[config.mk]
export PLATFORM = sky130hd
export DESIGN_NAME = tap_instruction_scan_paths
export DESIGN_NICKNAME = d
export VERILOG_FILES = /design/src/rtl/tap_pkg.sv /design/src/rtl/tap_instruction_scan_paths.sv
export SDC_FILE = /design/constraint.sdc
export NUM_CORES = 1
export LEC_CHECK = 0
export BUFFER_PORTS_ARGS = -buffer_cell sky130_fd_sc_hd__buf_2
export CAP_MARGIN = 40
export CORE_MARGIN = 3
export CORE_UTILIZATION = 30
export CTS_BUF_LIST = sky130_fd_sc_hd__clkbuf_16
export DETAILED_ROUTE_END_ITERATION = 16
export PLACE_DENSITY = 0.58
export RECOVER_POWER = 50
export SYNTH_ARGS = -nofsm -noshare
export SYNTH_HDL_FRONTEND = slang
export SYNTH_SLANG_ARGS = --single-unit
[constraint.sdc]
create_clock -name CLK -period 2.2 [get_ports CLK]
set_clock_uncertainty 0.2 [all_clocks]
set_input_delay 0.55 -clock CLK [delete_from_list [all_inputs] [get_ports CLK]]
set_output_delay 0.55 -clock CLK [all_outputs]
set_load 0.01 [all_outputs]
[src/rtl/tap_pkg.sv]
package tap_pkg;

  // Scan path lengths.
  localparam int IR_W  = 3;
  localparam int ID_W  = 32;
  localparam int BSR_W = 75;

  // Instruction codes, least significant bit shifted first.
  localparam logic [2:0] INS_EXTEST  = 3'h0;
  localparam logic [2:0] INS_IDCODE  = 3'h1;
  localparam logic [2:0] INS_SAMPLEZ = 3'h2;
  localparam logic [2:0] INS_SAMPLE  = 3'h4;
  localparam logic [2:0] INS_BYPASS  = 3'h7;

  // Pattern loaded into the instruction shifter in Capture-IR.
  localparam logic [2:0] IR_CAPTURE = 3'h1;

  // Identification value; arbitrary, bit 0 marks the ID register present.
  localparam logic [31:0] IDCODE_VALUE = 32'h0123_4567;

  // Consecutive TMS-high rising edges that always reach reset.
  localparam logic [2:0] TMS_RESET_EDGES = 3'h5;

  // TAP controller states.
  typedef enum logic [3:0] {
    ST_TLR, ST_RTI, ST_SEL_DR, ST_CAP_DR, ST_SH_DR, ST_EX1_DR, ST_PA_DR, ST_EX2_DR,
    ST_UPD_DR, ST_SEL_IR, ST_CAP_IR, ST_SH_IR, ST_EX1_IR, ST_PA_IR, ST_EX2_IR, ST_UPD_IR
  } tap_state_t;

  // Test pins travelling together through the synchroniser.
  typedef struct packed {
    logic tck;
    logic tms;
    logic tdi;
  } jtag_in_t;

endpackage

[src/rtl/tap_instruction_scan_paths.sv]
`timescale 1ns/1ns
module tap_instruction_scan_paths
  import tap_pkg::*;
(
  // System clock and reset.
  input  wire logic             CLK,
  input  wire logic             RSTN,
  // Test pins.
  input  wire logic             TCK,
  input  wire logic             TMS,
  input  wire logic             TDI,
  output logic                  TDO,
  output logic                  TDO_OE_N,
  // SRAM ball levels and output control.
  input  wire logic [BSR_W-1:0] RING,
  output logic                  OUTPUT_HIZ
);

  jtag_in_t         pin_s1_r;
  jtag_in_t         pin_s2_r;
  logic             tck_d_r;
  logic [BSR_W-1:0] ring_s1_r;
  logic [BSR_W-1:0] ring_s2_r;
  tap_state_t       state_r;
  tap_state_t       state_nxt;
  logic [IR_W-1:0]  ir_sh_r;
  logic [IR_W-1:0]  instr_r;
  logic [ID_W-1:0]  id_sh_r;
  logic [BSR_W-1:0] bsr_r;
  logic             byp_r;
  logic             tdo_r;
  logic             oe_n_r;
  logic             hiz_r;
  logic [2:0]       tms_cnt_r;

  // Pins pass two flip-flops; edges are found on the second stage.
  always_ff @(posedge CLK or negedge RSTN) begin
    if (!RSTN) begin
      pin_s1_r  <= '0;
      pin_s2_r  <= '0;
      tck_d_r   <= 1'b0;
      ring_s1_r <= '0;
      ring_s2_r <= '0;
    end else begin
      pin_s1_r  <= '{tck: TCK, tms: TMS, tdi: TDI};
      pin_s2_r  <= pin_s1_r;
      tck_d_r   <= pin_s2_r.tck;
      ring_s1_r <= RING;
      ring_s2_r <= ring_s1_r;
    end
  end

  // Edge strobes, instruction decode and selected data register bit.
  wire tck_rise = pin_s2_r.tck & ~tck_d_r;
  wire tck_fall = ~pin_s2_r.tck & tck_d_r;
  wire tms      = pin_s2_r.tms;
  wire tdi      = pin_s2_r.tdi;
  // Every capture code uses the boundary register; unknown codes fall to bypass.
  wire sel_bsr  = (instr_r == INS_EXTEST) | (instr_r == INS_SAMPLEZ) |
                  (instr_r == INS_SAMPLE);
  wire sel_id   = (instr_r == INS_IDCODE);
  wire dr_lsb   = sel_bsr ? bsr_r[0] : (sel_id ? id_sh_r[0] : byp_r);
  wire shifting = (state_r == ST_SH_DR) | (state_r == ST_SH_IR);
  wire hiz_nxt  = (instr_r == INS_SAMPLEZ) | (instr_r == INS_EXTEST);

  // Standard TAP transitions on the sampled TMS level.
  always_comb begin
    state_nxt = state_r;
    unique case (state_r)
      ST_TLR:    state_nxt = tms ? ST_TLR    : ST_RTI;
      ST_RTI:    state_nxt = tms ? ST_SEL_DR : ST_RTI;
      ST_SEL_DR: state_nxt = tms ? ST_SEL_IR : ST_CAP_DR;
      ST_CAP_DR: state_nxt = tms ? ST_EX1_DR : ST_SH_DR;
      ST_SH_DR:  state_nxt = tms ? ST_EX1_DR : ST_SH_DR;
      ST_EX1_DR: state_nxt = tms ? ST_UPD_DR : ST_PA_DR;
      ST_PA_DR:  state_nxt = tms ? ST_EX2_DR : ST_PA_DR;
      ST_EX2_DR: state_nxt = tms ? ST_UPD_DR : ST_SH_DR;
      ST_UPD_DR: state_nxt = tms ? ST_SEL_DR : ST_RTI;
      ST_SEL_IR: state_nxt = tms ? ST_TLR    : ST_CAP_IR;
      ST_CAP_IR: state_nxt = tms ? ST_EX1_IR : ST_SH_IR;
      ST_SH_IR:  state_nxt = tms ? ST_EX1_IR : ST_SH_IR;
      ST_EX1_IR: state_nxt = tms ? ST_UPD_IR : ST_PA_IR;
      ST_PA_IR:  state_nxt = tms ? ST_EX2_IR : ST_PA_IR;
      ST_EX2_IR: state_nxt = tms ? ST_UPD_IR : ST_SH_IR;
      ST_UPD_IR: state_nxt = tms ? ST_SEL_DR : ST_RTI;
    endcase
  end

  // State steps once per rising test clock edge.
  always_ff @(posedge CLK or negedge RSTN) begin
    if (!RSTN) begin
      state_r <= ST_TLR;
    end else if (tck_rise) begin
      state_r <= state_nxt;
    end
  end

  // Instruction shifter and active instruction.
  always_ff @(posedge CLK or negedge RSTN) begin
    if (!RSTN) begin
      ir_sh_r <= IR_CAPTURE;
      instr_r <= INS_IDCODE;
    end else if (state_r == ST_TLR) begin
      instr_r <= INS_IDCODE;
    end else if (tck_rise) begin
      if (state_r == ST_CAP_IR) begin
        ir_sh_r <= IR_CAPTURE;
      end else if (state_r == ST_SH_IR) begin
        ir_sh_r <= {tdi, ir_sh_r[IR_W-1:1]};
      end else if (state_r == ST_UPD_IR) begin
        instr_r <= ir_sh_r;
      end
    end
  end

  // Data registers capture in Capture-DR and shift toward TDO in Shift-DR.
  // Update-DR has no branch: there is no preload stage to load.
  always_ff @(posedge CLK or negedge RSTN) begin
    if (!RSTN) begin
      id_sh_r <= '0;
      bsr_r   <= '0;
      byp_r   <= 1'b0;
    end else if (tck_rise && state_r == ST_CAP_DR) begin
      if (sel_id) id_sh_r <= IDCODE_VALUE;
      if (sel_bsr) bsr_r <= ring_s2_r;
      byp_r <= 1'b0;
    end else if (tck_rise && state_r == ST_SH_DR) begin
      if (sel_id) id_sh_r <= {tdi, id_sh_r[ID_W-1:1]};
      if (sel_bsr) bsr_r <= {tdi, bsr_r[BSR_W-1:1]};
      byp_r <= tdi;
    end
  end

  // TDO changes on the falling test clock edge and floats outside shifting.
  always_ff @(posedge CLK or negedge RSTN) begin
    if (!RSTN) begin
      tdo_r  <= 1'b0;
      oe_n_r <= 1'b1;
    end else if (tck_fall) begin
      tdo_r  <= (state_r == ST_SH_IR) ? ir_sh_r[0] : dr_lsb;
      oe_n_r <= ~shifting;
    end
  end

  // SRAM drivers are held off while an outputs-off instruction is active.
  always_ff @(posedge CLK or negedge RSTN) begin
    if (!RSTN) begin
      hiz_r <= 1'b0;
    end else begin
      hiz_r <= hiz_nxt;
    end
  end

  assign TDO        = tdo_r;
  assign TDO_OE_N   = oe_n_r;
  assign OUTPUT_HIZ = hiz_r;

  // Helper: consecutive TMS-high rising edges, saturating.
  always_ff @(posedge CLK or negedge RSTN) begin
    if (!RSTN) begin
      tms_cnt_r <= 3'h0;
    end else if (tck_rise) begin
      if (!tms) tms_cnt_r <= 3'h0;
      else if (tms_cnt_r != TMS_RESET_EDGES) tms_cnt_r <= tms_cnt_r + 3'h1;
    end
  end
endmodule

After elaboration in Yosys (flattened, before gate mapping)
Cells that the tools add are included.
W data, S select, Z words.
{"block": "op_classes", "n_mul": 0, "n_eq_ne": 24, "n_addsub": 0, "div": 0, "reduce_logical": 15, "magnitude_cmp": 0, "n_bitwise": 9, "n_mux": 33, "shift": 0}
{"cell": "$mux W75", "count": 4}
{"cell": "$mux W32", "count": 4}
{"cell": "$pmux W4 S12", "count": 1}
{"cell": "$eq A4 B4 Y1 const B", "count": 8}
{"cell": "$mux W3", "count": 9}
{"cell": "$eq A4 B3 Y1 const B", "count": 4}
{"cell": "$mux W4", "count": 4}
{"cell": "$ne A2 B2 Y1 const B", "count": 5}
{"cell": "$reduce_and A3 Y1", "count": 3}
{"cell": "$eq A4 B2 Y1 const B", "count": 2}
{"cell": "$mux W1", "count": 8}
{"cell": "$reduce_bool A2 Y1", "count": 4}
{"cell": "$mux W2", "count": 3}
{"cell": "$eq A4 B1 Y1 const B", "count": 1}
{"cell": "$logic_not A4 Y1", "count": 1}
{"cell": "$not A1 Y1", "count": 4}
{"cell": "$reduce_and A4 Y1", "count": 1}
{"cell": "$reduce_or A2 Y1", "count": 2}
{"cell": "$eq A3 B1 Y1 const B", "count": 1}
{"cell": "$eq A3 B2 Y1 const B", "count": 1}
{"cell": "$eq A3 B3 Y1 const B", "count": 1}
{"cell": "$logic_not A3 Y1", "count": 1}
{"cell": "$or A1 B1 Y1", "count": 3}
{"cell": "$reduce_or A3 Y1", "count": 1}
{"cell": "3 further kinds", "count": 5}
{"block": "totals", "memories": 0, "mem_bits_rw": 0, "output_inout_bits": 3, "latch_bits": 0, "elab_cells": 99, "romBits": 0, "ff_bits": 278}

Logic depth before layout (Yosys ltp)
Gate-level depths: netlist (run 1).
{"block": "depth", "word_depth": 6, "ltp_mapped": 8, "depth_no_buf": 4}

Worst setup path before layout (run 1)
No wires, ideal clock.
{"block": "synth_timing", "kind": "flip-flop to flip-flop", "startpoint": "register tck_d_r", "endpoint": "register bsr_r[66]", "setup_slack_ns": 0.341, "stages_incl_launch_ff": 9, "n_path_buf": 4, "synth_period_minus_slack_ns": 1.859, "t_arrival_ns": 1.535, "setup_ns": 0.124, "required_time_ns": 1.876, "cell_sequence": "dfrtp_1 > nand2b_4 > buf_6 > nor4_4 > buf_6 > buf_12 > buf_8 > mux2i_1 > o21ai_1"}
{"block": "synth_via", "elab_chain_len": 5}
{"element": "start: declaration", "line_no": "tap_instruction_scan_paths.sv:21", "text": "logic tck_d_r;"}
{"element": "start signal: assignment", "line_no": "tap_instruction_scan_paths.sv:47", "text": "tck_d_r <= pin_s2_r.tck;"}
{"element": "$not A1 Y1 *", "line_no": "tap_instruction_scan_paths.sv:54", "text": "wire tck_rise = pin_s2_r.tck & ~tck_d_r;"}
{"element": "$and A1 B1 Y1 *", "line_no": "tap_instruction_scan_paths.sv:54"}
{"element": "$logic_and A1 B1 Y1 (on tied branches)", "line_no": "tap_instruction_scan_paths.sv:127, tap_instruction_scan_paths.sv:123"}
{"element": "$ne A2 B2 Y1 (no source line) / $reduce_bool A2 Y1 (equally long branches)"}
{"element": "$reduce_and A3 Y1 (no source line)"}
{"element": "end signal: assignment", "line_no": "tap_instruction_scan_paths.sv:125", "text": "if (sel_bsr) bsr_r <= ring_s2_r;"}
{"element": "end signal: assignment", "line_no": "tap_instruction_scan_paths.sv:129", "text": "if (sel_bsr) bsr_r <= {tdi, bsr_r[BSR_W-1:1]};"}
{"element": "end: declaration", "line_no": "tap_instruction_scan_paths.sv:29", "text": "logic [BSR_W-1:0] bsr_r;"}
Every way passes the cells marked *; elsewhere a longest branch is shown, timed or not.
A chain may end at the register's enable or synchronous reset.

Final worst setup path (run 1)
{"block": "layout_timing", "startpoint": "register tck_d_r", "endpoint": "register bsr_r[1]"}
The elaborated chain is that of the path after synthesis.

==> results of run 1 <==
==> Yosys cell counts, types with 2 or more instances <==
cell and count:
dfrtp_1 275, nand2_1 141, o21ai_0 91, mux2i_1 76, o21ai_1 25, clkbuf_1 20, nor2_1 18, buf_2 11
a21oi_1 9, buf_6 7, inv_1 5, a31oi_1 4, nor3_1 4, nor3b_1 4, dfstp_2 3, nand3_1 3
nor2b_1 3, buf_12 2, nor3b_2 2, o31ai_1 2
==> worst min-delay path by stage <==
stage          cells after the start  slack (ns)                     from                      end
2_1_floorplan                      0        0.05                     RSTN     OUTPUT_HIZ$_DFF_PN0_
3_3_place_gp                       0        0.13  ring_s1_r[44]$_DFF_PN0_  ring_s2_r[44]$_DFF_PN0_
3_5_place_dp                       0        0.13  ring_s1_r[16]$_DFF_PN0_  ring_s2_r[16]$_DFF_PN0_
4_1_cts                            0        0.15  ring_s1_r[16]$_DFF_PN0_  ring_s2_r[16]$_DFF_PN0_
5_1_grt                            0        0.15   ring_s1_r[4]$_DFF_PN0_   ring_s2_r[4]$_DFF_PN0_
6_report                           0        0.15  ring_s1_r[27]$_DFF_PN0_  ring_s2_r[27]$_DFF_PN0_
==> flip-flops by register name, summed over array words and instances (netlist names), 3 cells and up <==
register / cells
ring_s2_r: 75
ir_sh_r: 3
ring_s1_r: 75
state_r: 4
instr_r: 3
bsr_r: 75
pin_s1_r: 3
id_sh_r: 32
==> where the power goes <==
| part | leakage [nW] | switching (mW) | internal, mW |
|---|---|---|---|
| Sequential | 3.50 | 0.204 | 5.48 |
| Clock | 0.470 | 1.83 | 3.05 |
| Combinational | 1.25 | 0.685 | 0.567 |
==> area by class of cell <==
cell class | instances | share of cell area
inverters | 5 | 0.00152
flip-flops and latches | 278 | 0.565
multi-input cells | 403 | 0.190
clock inverters | 22 | 0.0231
repair buffers | 187 | 0.125
well taps | 396 | 0.0402
clock buffers | 27 | 0.0548
==> worst register-to-register path, stage by stage, from the launching register on <==
cell and delay, ns:
dfrtp_1 0.41, nand2b_4 0.20, nor4_4 0.33, buf_4 0.27
buf_4 0.18, mux2i_1 0.19, o21ai_0 0.09
==> cells by family after synthesis <==
kind of cell / share of synthesized area
DFF: 0.726
and+or+nand+nor: 0.0832
AOI/OAI and AO/OA: 0.0794
muxes: 0.0794
buffers and inverters: 0.0308
xor gates and xnor gates: 0.000914
==> layer usage <==
| layer | share of wire | track usage |
|---|---|---|
| met1 | 0.47 | 0.139 |
| met2 | 0.47 | 0.157 |
| met3 | 0.033 | 0.0158 |
| met4 | 0.027 | 0.0354 |
| met5 | 0 | 0 |
==> what timing repair did <==
| action | CTS | global route |
|---|---|---|
| endpoints found under the hold margin | 119 | 0 |
| hold buffers | 79 | 0 |
| setup endpoints to repair | 0 | 0 |
==> flow_metrics.py, run 1 <==
metrics = {
    "critical_path": {
        "reg2reg_depth": 6,
        "critical_path_arrival_ns": 2.19,
        "crit_family": "simple AND/OR/NAND/NOR gates",
        "timing.rr.start": "tck_d_r$_DFF_PN0_",
        "path_depth": 6,
        "crit_chain": "nand2b_4, nor4_4, buf_4, buf_4, mux2i_1, o21ai_0",
        "end_kind": "register",
        "path_common_cell": "buf_4",
        "crit_buf_inv": 2,
        "endpoint": "bsr_r[1]$_DFFE_PN0P_",
        "cpPeakStageDelay_ns": 0.41,
        "crit_slowest_cell": "dfrtp_1",
        "r2r-end": "bsr_r[1]$_DFFE_PN0P_",
        "cp-start-kind": "register",
        "path_class": "reg -> reg",
        "cp-startpoint": "tck_d_r$_DFF_PN0_",
        "critical_path_required_ns": 2.38,
        "reg2reg_setup_slack_ns": 0.20,
        "path_max_fanout": 8,
    },
    "timing": {
        "max_freq_mhz": 499,
        "hold_viol": 0,
        "rsz0062_at_grt": "false",
        "fin_crit_sh": 0.911,
        "fin_crit_ns": 2.00,
        "tightestPinTransition_ns": 1.21,
        "setup_tns_ns": 0,
        "slew_viol_final": 0,
        "setup_viol": 0,
        "setup_slack_ns": 0.196,
        "slew_headroom": 0.194,
        "holdWs_ns": 0.146,
    },
    "layout": {
        "layout.cells.non_filler": 1318,
        "multi_input_area_mm2": 0.00235,
        "layout_common_cells": "275 x dfrtp_1, 141 x nand2_1, 91 x o21ai_0",
        "drive_above_1_share": 0.166,
        "finalNetCount": 982,
        "fin_util": 0.397,
        "post-route-cell-area_mm2": 0.0123,
        "insertedDiodeCount": 0,
        "fillers": 2893,
        "area_growth_pct": 28.6,
        "regArea_mm2": 0.00696,
        "final_common_cell": "dfrtp_1",
    },
    "placement": {
        "dp.cells": 1190,
        "dp_hpwl_um": 9870,
        "placedInstanceArea_mm2": 0.0106,
        "globalplace.congestion": 0.765,
        "io_buffers": 82,
        "dp_slack_ns": 0.178,
    },
    "cts": {
        "cts_resized": 0,
        "clk_latency_ns": 0.51,
        "cts_buffers": 27,
        "clk_path_buf_depth": 3,
        "cts_root_buffer": "clkbuf_16",
        "cts_tree": "done",
        "cts.sink_count": 278,
        "htree_levels": 1,
        "postCtsSetupBuffers": 0,
        "path_clk_slew_ns": 0.06,
    },
    "global_routing": {
        "grt_max_degree": 93,
        "grt_usage": 0.0992,
        "antenna_found_initial": 0,
        "gr-total-overflow": 0,
        "first_global_vias": 5560,
        "grt_pass1_wl_um": 28200,
    },
    "pwr": {
        "power_density_mw_per_mm2": 959,
        "finalPower_mw": 11.8,
        "power.leakage_nw": 5.21,
        "peakVddDrop_v": 0.000644,
    },
    "flow_run": {
        "cap_violations": 0,
    },
    "floorplan": {
        "floorplan.initialDensity": 0.308,
        "die_area_mm2": 0.0341,
        "fp.dieH_um": 185,
        "core-area_mm2": 0.0311,
        "io_pins": 83,
        "rows": 64,
        "die_x_um": 185,
    },
    "detailed_routing": {
        "routed_wirelength_um": 16400,
        "ant_nets": 0,
        "drc_errors": 0,
        "firstDrtPassIters": 4,
        "wire_per_inst_um": 12.4,
        "drt_iter0_markers": 307,
        "vias_per_cell": 4.18,
        "via_count": 5515,
    },
    "logic_synthesis": {
        "synthCells": 729,
        "yosysWarnings": 0,
        "syn_area_per_cell_um2": 13.1,
        "ys_seq_area_frac": 0.726,
        "synth_top_cell_by_area": "dfrtp_1",
        "post_synth_num_cell_types": 44,
        "synth_seq_cells": 278,
        "netlist_area_mm2": 0.00958,
        "netlist.area_leader.share": 0.718,
        "syn_nets": 809,
        "yosys-top-cells-area": "dfrtp_1 72%, mux2i_1 7.9%, nand2_1 5.5%, o21ai_0 4.8%, o21ai_1 1.3%",
        "synth_edf_count": 0,
        "async_reset_ff_frac": 1.00,
        "ys.flop_type": "dfrtp_1",
    },
    "outcome": {
        "outcome": "finished, final reports clean",
    },
    "worst_hold_path": {
        "hold_class": "reg -> reg",
    },
}
Note: power is estimated with default switching activity, not from simulation.
==> run 2: changes to the inputs <==
- ABC_AREA: unset -> 1
- HOLD_SLACK_MARGIN: unset -> 0.15
==> run 2 against run 1 <==
Net effect: clock-buffer cell count rose by 2; flip-flop and latch count did not move; critical path depth rose by 2; via count rose by 18%; core utilization fell by 0.13 points; largest power group unchanged; highest routed layer unchanged.
==> flow_metrics.py, run 2 <==
metrics = {
    "timing": {
        "hold_viol": 0,
        "fin_crit_ns": 1.95,
        "setup_tns_ns": 0,
        "rsz0062_at_grt": "false",
        "tightestPinTransition_ns": 0.853,
        "slew_viol_final": 0,
        "fin_crit_sh": 0.886,
        "slew_headroom": 0.431,
        "max_freq_mhz": 513,
        "setup_viol": 0,
    },
    "worst_hold_path": {
        "hold_class": "reg -> reg",
    },
    "cts": {
        "cts_buffers": 28,
        "cts_tree": "done",
        "postCtsSetupBuffers": 0,
        "clk_path_buf_depth": 3,
        "path_clk_slew_ns": 0.06,
        "cts.sink_count": 278,
        "cts_root_buffer": "clkbuf_16",
        "htree_levels": 1,
        "clk_latency_ns": 0.54,
    },
    "global_routing": {
        "antenna_found_initial": 0,
        "grt_pass1_wl_um": 32100,
        "grt_max_degree": 85,
        "grt_usage": 0.107,
        "gr-total-overflow": 0,
        "first_global_vias": 6582,
    },
    "placement": {
        "io_buffers": 82,
        "globalplace.congestion": 0.791,
        "dp_hpwl_um": 10400,
        "dp.cells": 1414,
    },
    "flow_run": {
        "cap_violations": 0,
    },
    "detailed_routing": {
        "wire_per_inst_um": 11.7,
        "drc_errors": 0,
        "drt_iter0_markers": 423,
        "wl_met1_um": 8190,
        "vias_per_cell": 4.19,
        "firstDrtPassIters": 5,
        "top_layer_used": "met4",
        "dr_wl_met3_um": 744,
        "via_count": 6519,
        "route.met2.wl_um": 8840,
        "routed_wirelength_um": 18200,
        "ant_nets": 0,
    },
    "critical_path": {
        "cp-start-kind": "register",
        "end_kind": "register",
        "path_max_fanout": 28,
        "critical_path_required_ns": 2.48,
        "critical_path_arrival_ns": 2.23,
        "path_class": "reg -> reg",
    },
    "layout": {
        "layout.cells.non_filler": 1557,
        "finalNetCount": 1183,
        "layout_common_cells": "329 x nand2_1, 275 x dfrtp_1, 106 x inv_1",
        "area_growth_pct": 27.8,
        "final_common_cell": "nand2_1",
        "insertedDiodeCount": 0,
        "largestRegisters": "bsr_r (75), ring_s1_r (75), ring_s2_r (75)",
        "drive_above_1_share": 0.125,
    },
    "floorplan": {
        "die_x_um": 188,
        "floorplan.initialDensity": 0.309,
        "die_area_mm2": 0.0352,
        "rows": 65,
        "fp.dieH_um": 188,
        "io_pins": 83,
        "core-area_mm2": 0.0320,
    },
    "logic_synthesis": {
        "syn_area_per_cell_um2": 10.7,
        "synthCells": 925,
        "netlist.area_leader.share": 0.695,
        "yosys-top-cells-area": "dfrtp_1 69%, nand2_1 12%, o211ai_1 5.6%, inv_1 3.9%, nand3_1 1.6%",
        "synth_commonest_cells": "329 x nand2_1, 275 x dfrtp_1, 103 x inv_1",
        "post_synth_num_cell_types": 22,
        "netlist_area_mm2": 0.00991,
        "synth_seq_cells": 278,
        "yosysMostFrequentCell": "nand2_1",
        "async_reset_ff_frac": 1.00,
        "syn_nets": 1005,
        "synth_edf_count": 0,
        "yosysWarnings": 0,
        "synth_top_cell_by_area": "dfrtp_1",
        "ys_seq_area_frac": 0.702,
        "ys.flop_type": "dfrtp_1",
    },
    "pwr": {
        "power_density_mw_per_mm2": 917,
        "peakVddDrop_v": 0.000656,
        "power.leakage_nw": 6.57,
    },
    "outcome": {
        "outcome": "finished, final reports clean",
    },
}
[run 2: changes by cell type after synthesis, sizes merged, moves of 6 or more]
cell	delta
mux2i	-76
nand3	+29
nand2	+191
o21ai	-87
inv	+103
o211ai	+72
nor3b	-6
[run 2: cell type report]
class / count / area [um2]
clock inverter: 20 / 246
clock buffer: 29 / 726
tap: 435 / 544
multi-input combinational: 496 / 2280
timing repair buffer: 191 / 1510
sequential: 278 / 6960
fill: 3078 / 19400
inverter: 108 / 405
[run 2: per-stage QoR]
step	util	power, mW	worst slack (ns)	hold slack, ns	area (um2)
floorplan	-	6.24	0.484	0.0544	9910
finish	0.395	11.6	0.250	0.147	12700
detailed placement	0.337	6.64	0.242	0.135	10800
CTS	0.397	11.8	0.213	0.150	12700
global route	0.395	12.2	0.000566	0.153	12700
global placement	0.337	6.62	0.275	0.134	10800
[run 2: logic make-up after synthesis]
family | after synthesis | share of synthesized area
buf+inv | 151 | 0.0688
flops | 278 | 0.702
simple gates | 386 | 0.154
compound gates | 110 | 0.0748
[run 2: worst max-delay path: stages (launching register included)]
cell	delay, ns
dfrtp_1	0.45
nor2_1	0.20
nand2_1	0.13
nand2_2	0.10
nand2_4	0.08
nor2_4	0.14
buf_4	0.34
o211ai_1	0.16
nand2_1	0.08
[run 2: timing repair]
action | CTS | global route
setup endpoints to repair | 0 | 2
hold endpoints to repair | 368 | 0
resized for setup | 0 | 1
hold buffers | 94 | 0
[run 2: path summary, 6_finish.rpt]
check	slack, ns	from	cells past startpoint	endpoint
worst min-delay path	0.15	ring_s1_r[36]$_DFF_PN0_	0	ring_s2_r[36]$_DFF_PN0_
worst max-delay path	0.25	state_r[1]$_DFFE_PN0P_	8	bsr_r[12]$_DFFE_PN0P_
worst max register to register	0.25	state_r[1]$_DFFE_PN0P_	8	bsr_r[12]$_DFFE_PN0P_
max in group asynchronous	0.31	RSTN	3	tdi$_DFF_PN0_
worst min register to register	0.15	ring_s1_r[36]$_DFF_PN0_	0	ring_s2_r[36]$_DFF_PN0_
min in group asynchronous	0.29	RSTN	2	ring_s1_r[13]$_DFF_PN0_
[run 2: report_power, final]
part           internal [mW]  switching (mW)
Sequential              5.43           0.157
Clock                   3.07            1.90
Combinational          0.409           0.653
Total                   8.91            2.71
[run 2: per-layer routing]
| layer | vias to the layer above | track usage |
|---|---|---|
| met1 | 3112 | 0.143 |
| met5 | - | 0 |
| met3 | 34 | 0.0161 |
| met4 | 0 | 0.0338 |
| li1 | 3246 | - |
| met2 | 127 | 0.179 |
==> run 3: changes to the inputs <==
- clock period: 2.2 -> 1.92 ns (I/O delays scaled with it)
==> run 3 against run 2 <==
Net effect: via count is essentially flat; flip-flop and latch count unchanged; core utilization up 0.88 points; non-clock buffer count is 14 higher; final cell count up 1.3%; first-iteration DRC count down 4.5%; sequential power grew 14%; power is 17% higher; die area unchanged; critical path type is now reg -> out; critical endpoint is now TDO_OE_N.
==> flow_metrics.py, run 3 (same netlist as run 2, synthesis figures left out) <==
metrics = {
    "timing": {
        "max_freq_mhz": 538,
        "hold_viol": 0,
        "slew_headroom": 0.483,
        "tightestPinTransition_ns": 0.775,
        "setup_slack_ns": 0.0625,
        "fin_crit_sh": 0.967,
        "slew_viol_final": 0,
        "rsz0062_at_grt": "true",
        "holdWs_ns": 0.143,
        "setup_tns_ns": 0,
        "setup_viol": 0,
        "fin_crit_ns": 1.86,
    },
    "placement": {
        "dp_hpwl_um": 10400,
        "globalplace.congestion": 0.751,
        "dp.cells": 1419,
        "placedInstanceArea_mm2": 0.0109,
        "dp_slack_ns": 0.0461,
        "io_buffers": 82,
    },
    "critical_path": {
        "path_max_fanout": 2,
        "timing.rr.start": "state_r[1]$_DFFE_PN0P_",
        "end_kind": "primary output",
        "critical_path_required_ns": 1.24,
        "cpPeakStageDelay_ns": 0.53,
        "crit_slowest_cell": "dfstp_2",
        "crit_family": "flip-flops",
        "crit_buf_inv": 1,
        "r2r-end": "bsr_r[38]$_DFFE_PN0P_",
        "cp-start-kind": "register",
        "critical_path_arrival_ns": 1.18,
        "path_class": "reg -> out",
        "reg2reg_setup_slack_ns": 0.10,
        "crit_chain": "buf_4",
        "reg2reg_depth": 10,
    },
    "worst_hold_path": {
        "hold_class": "reg -> reg",
        "worstHoldStart": "ring_s1_r[54]$_DFF_PN0_",
        "min_path_cells": 0,
        "whs_endpoint": "ring_s2_r[54]$_DFF_PN0_",
    },
    "global_routing": {
        "antenna_found_initial": 0,
        "first_global_vias": 6534,
        "grt_max_degree": 60,
        "gr-total-overflow": 0,
        "grt_usage": 0.105,
        "grt_pass1_wl_um": 31600,
    },
    "layout": {
        "finalNetCount": 1200,
        "fin_util": 0.404,
        "area_growth_pct": 30.7,
        "regArea_mm2": 0.00697,
        "final_common_cell": "nand2_1",
        "fillers": 3074,
        "drive_above_1_share": 0.158,
        "layout.cells.non_filler": 1577,
        "multi_input_area_mm2": 0.00229,
        "layout_common_cells": "329 x nand2_1, 271 x dfrtp_1, 102 x inv_1",
        "largestRegisters": "bsr_r (75), ring_s1_r (75), ring_s2_r (75)",
        "post-route-cell-area_mm2": 0.0129,
        "insertedDiodeCount": 0,
    },
    "floorplan": {
        "core-area_mm2": 0.0320,
        "fp.dieH_um": 188,
        "die_area_mm2": 0.0352,
        "floorplan.initialDensity": 0.309,
        "rows": 65,
        "io_pins": 83,
        "die_x_um": 188,
    },
    "pwr": {
        "finalPower_mw": 13.6,
        "power_density_mw_per_mm2": 1050,
        "comb_power_share": 0.099,
        "sw_frac_of_total": 0.239,
        "p_seq_frac": 0.470,
        "p_sw_mw": 3.26,
        "power.share.clock": 0.431,
        "peakVddDrop_v": 0.000645,
        "p_int_mw": 10.3,
        "power.leakage_nw": 6.69,
    },
    "detailed_routing": {
        "ant_nets": 0,
        "drt_iter0_markers": 404,
        "firstDrtPassIters": 4,
        "vias_per_cell": 4.14,
        "drc_errors": 0,
        "via_count": 6524,
        "wire_per_inst_um": 12.0,
        "routed_wirelength_um": 18900,
    },
    "cts": {
        "clk_path_buf_depth": 3,
        "cts_tree": "done",
        "clk_latency_ns": 0.53,
        "cts_buffers": 28,
        "htree_levels": 1,
        "cts_root_buffer": "clkbuf_16",
        "path_clk_slew_ns": 0.07,
        "cts.sink_count": 278,
    },
    "outcome": {
        "outcome": "finished, final reports clean",
    },
    "flow_run": {
        "cap_violations": 0,
    },
}
run 3: cell types whose count changed in the layout (fill, tap and decap cells not counted), sizes merged:
cell,change
clkbuf,-1
buf,+19
inv,-2
dlygate4sd3,-4
clkinvlp,+9
clkinv,-1
run 3: worst max-delay path by stage:
| stage | endpoint | start | depth (start not counted) |
|---|---|---|---|
| after floorplan | bsr_r[20]$_DFFE_PN0P_ | state_r[1]$_DFFE_PN0P_ | 11 |
| after global placement | id_sh_r[31]$_DFFE_PN0P_ | state_r[2]$_DFFE_PN0P_ | 9 |
| after detailed placement | bsr_r[44]$_DFFE_PN0P_ | state_r[2]$_DFFE_PN0P_ | 9 |
| after CTS | TDO_OE_N | TDO_OE_N$_DFFE_PN1P_ | 1 |
| after global routing | bsr_r[25]$_DFFE_PN0P_ | state_r[3]$_DFFE_PN0P_ | 9 |
| final | TDO_OE_N | TDO_OE_N$_DFFE_PN1P_ | 1 |
run 3: cell type report:
type / instances / area share
flip-flops and latches: 278 / 0.538
inverters: 108 / 0.0316
repair inverters: 3 / 0.00174
clock inverters: 23 / 0.0223
repair buffers: 205 / 0.131
well taps: 435 / 0.0420
multi-input cells: 496 / 0.177
clock buffers: 29 / 0.0560
run 3: metal layers:
metal / vias up / share of wire / global-route usage
li1: 3297 / - / -
met1: 3098 / 0.47 / 0.143
met2: 100 / 0.47 / 0.174
met3: 29 / 0.036 / 0.0163
met4: 0 / 0.019 / 0.0317
met5: - / 0 / 0
run 3: timing repair:
action	4_1_cts	5_1_grt
hold endpoints to repair	364	0
endpoints found under the setup margin	0	104
setup buffers	0	9
resized for setup	0	17
hold buffers	90	0
run 3: power by group through the flow:
stage	Sequential, mW	Combinational (mW)	Clock (mW)
floorplan	6.46	0.695	0
global placement	6.50	1.12	0
detailed placement	6.50	1.13	0
CTS	6.39	1.28	6.04
global route	6.44	1.54	6.28
finish	6.40	1.35	5.86
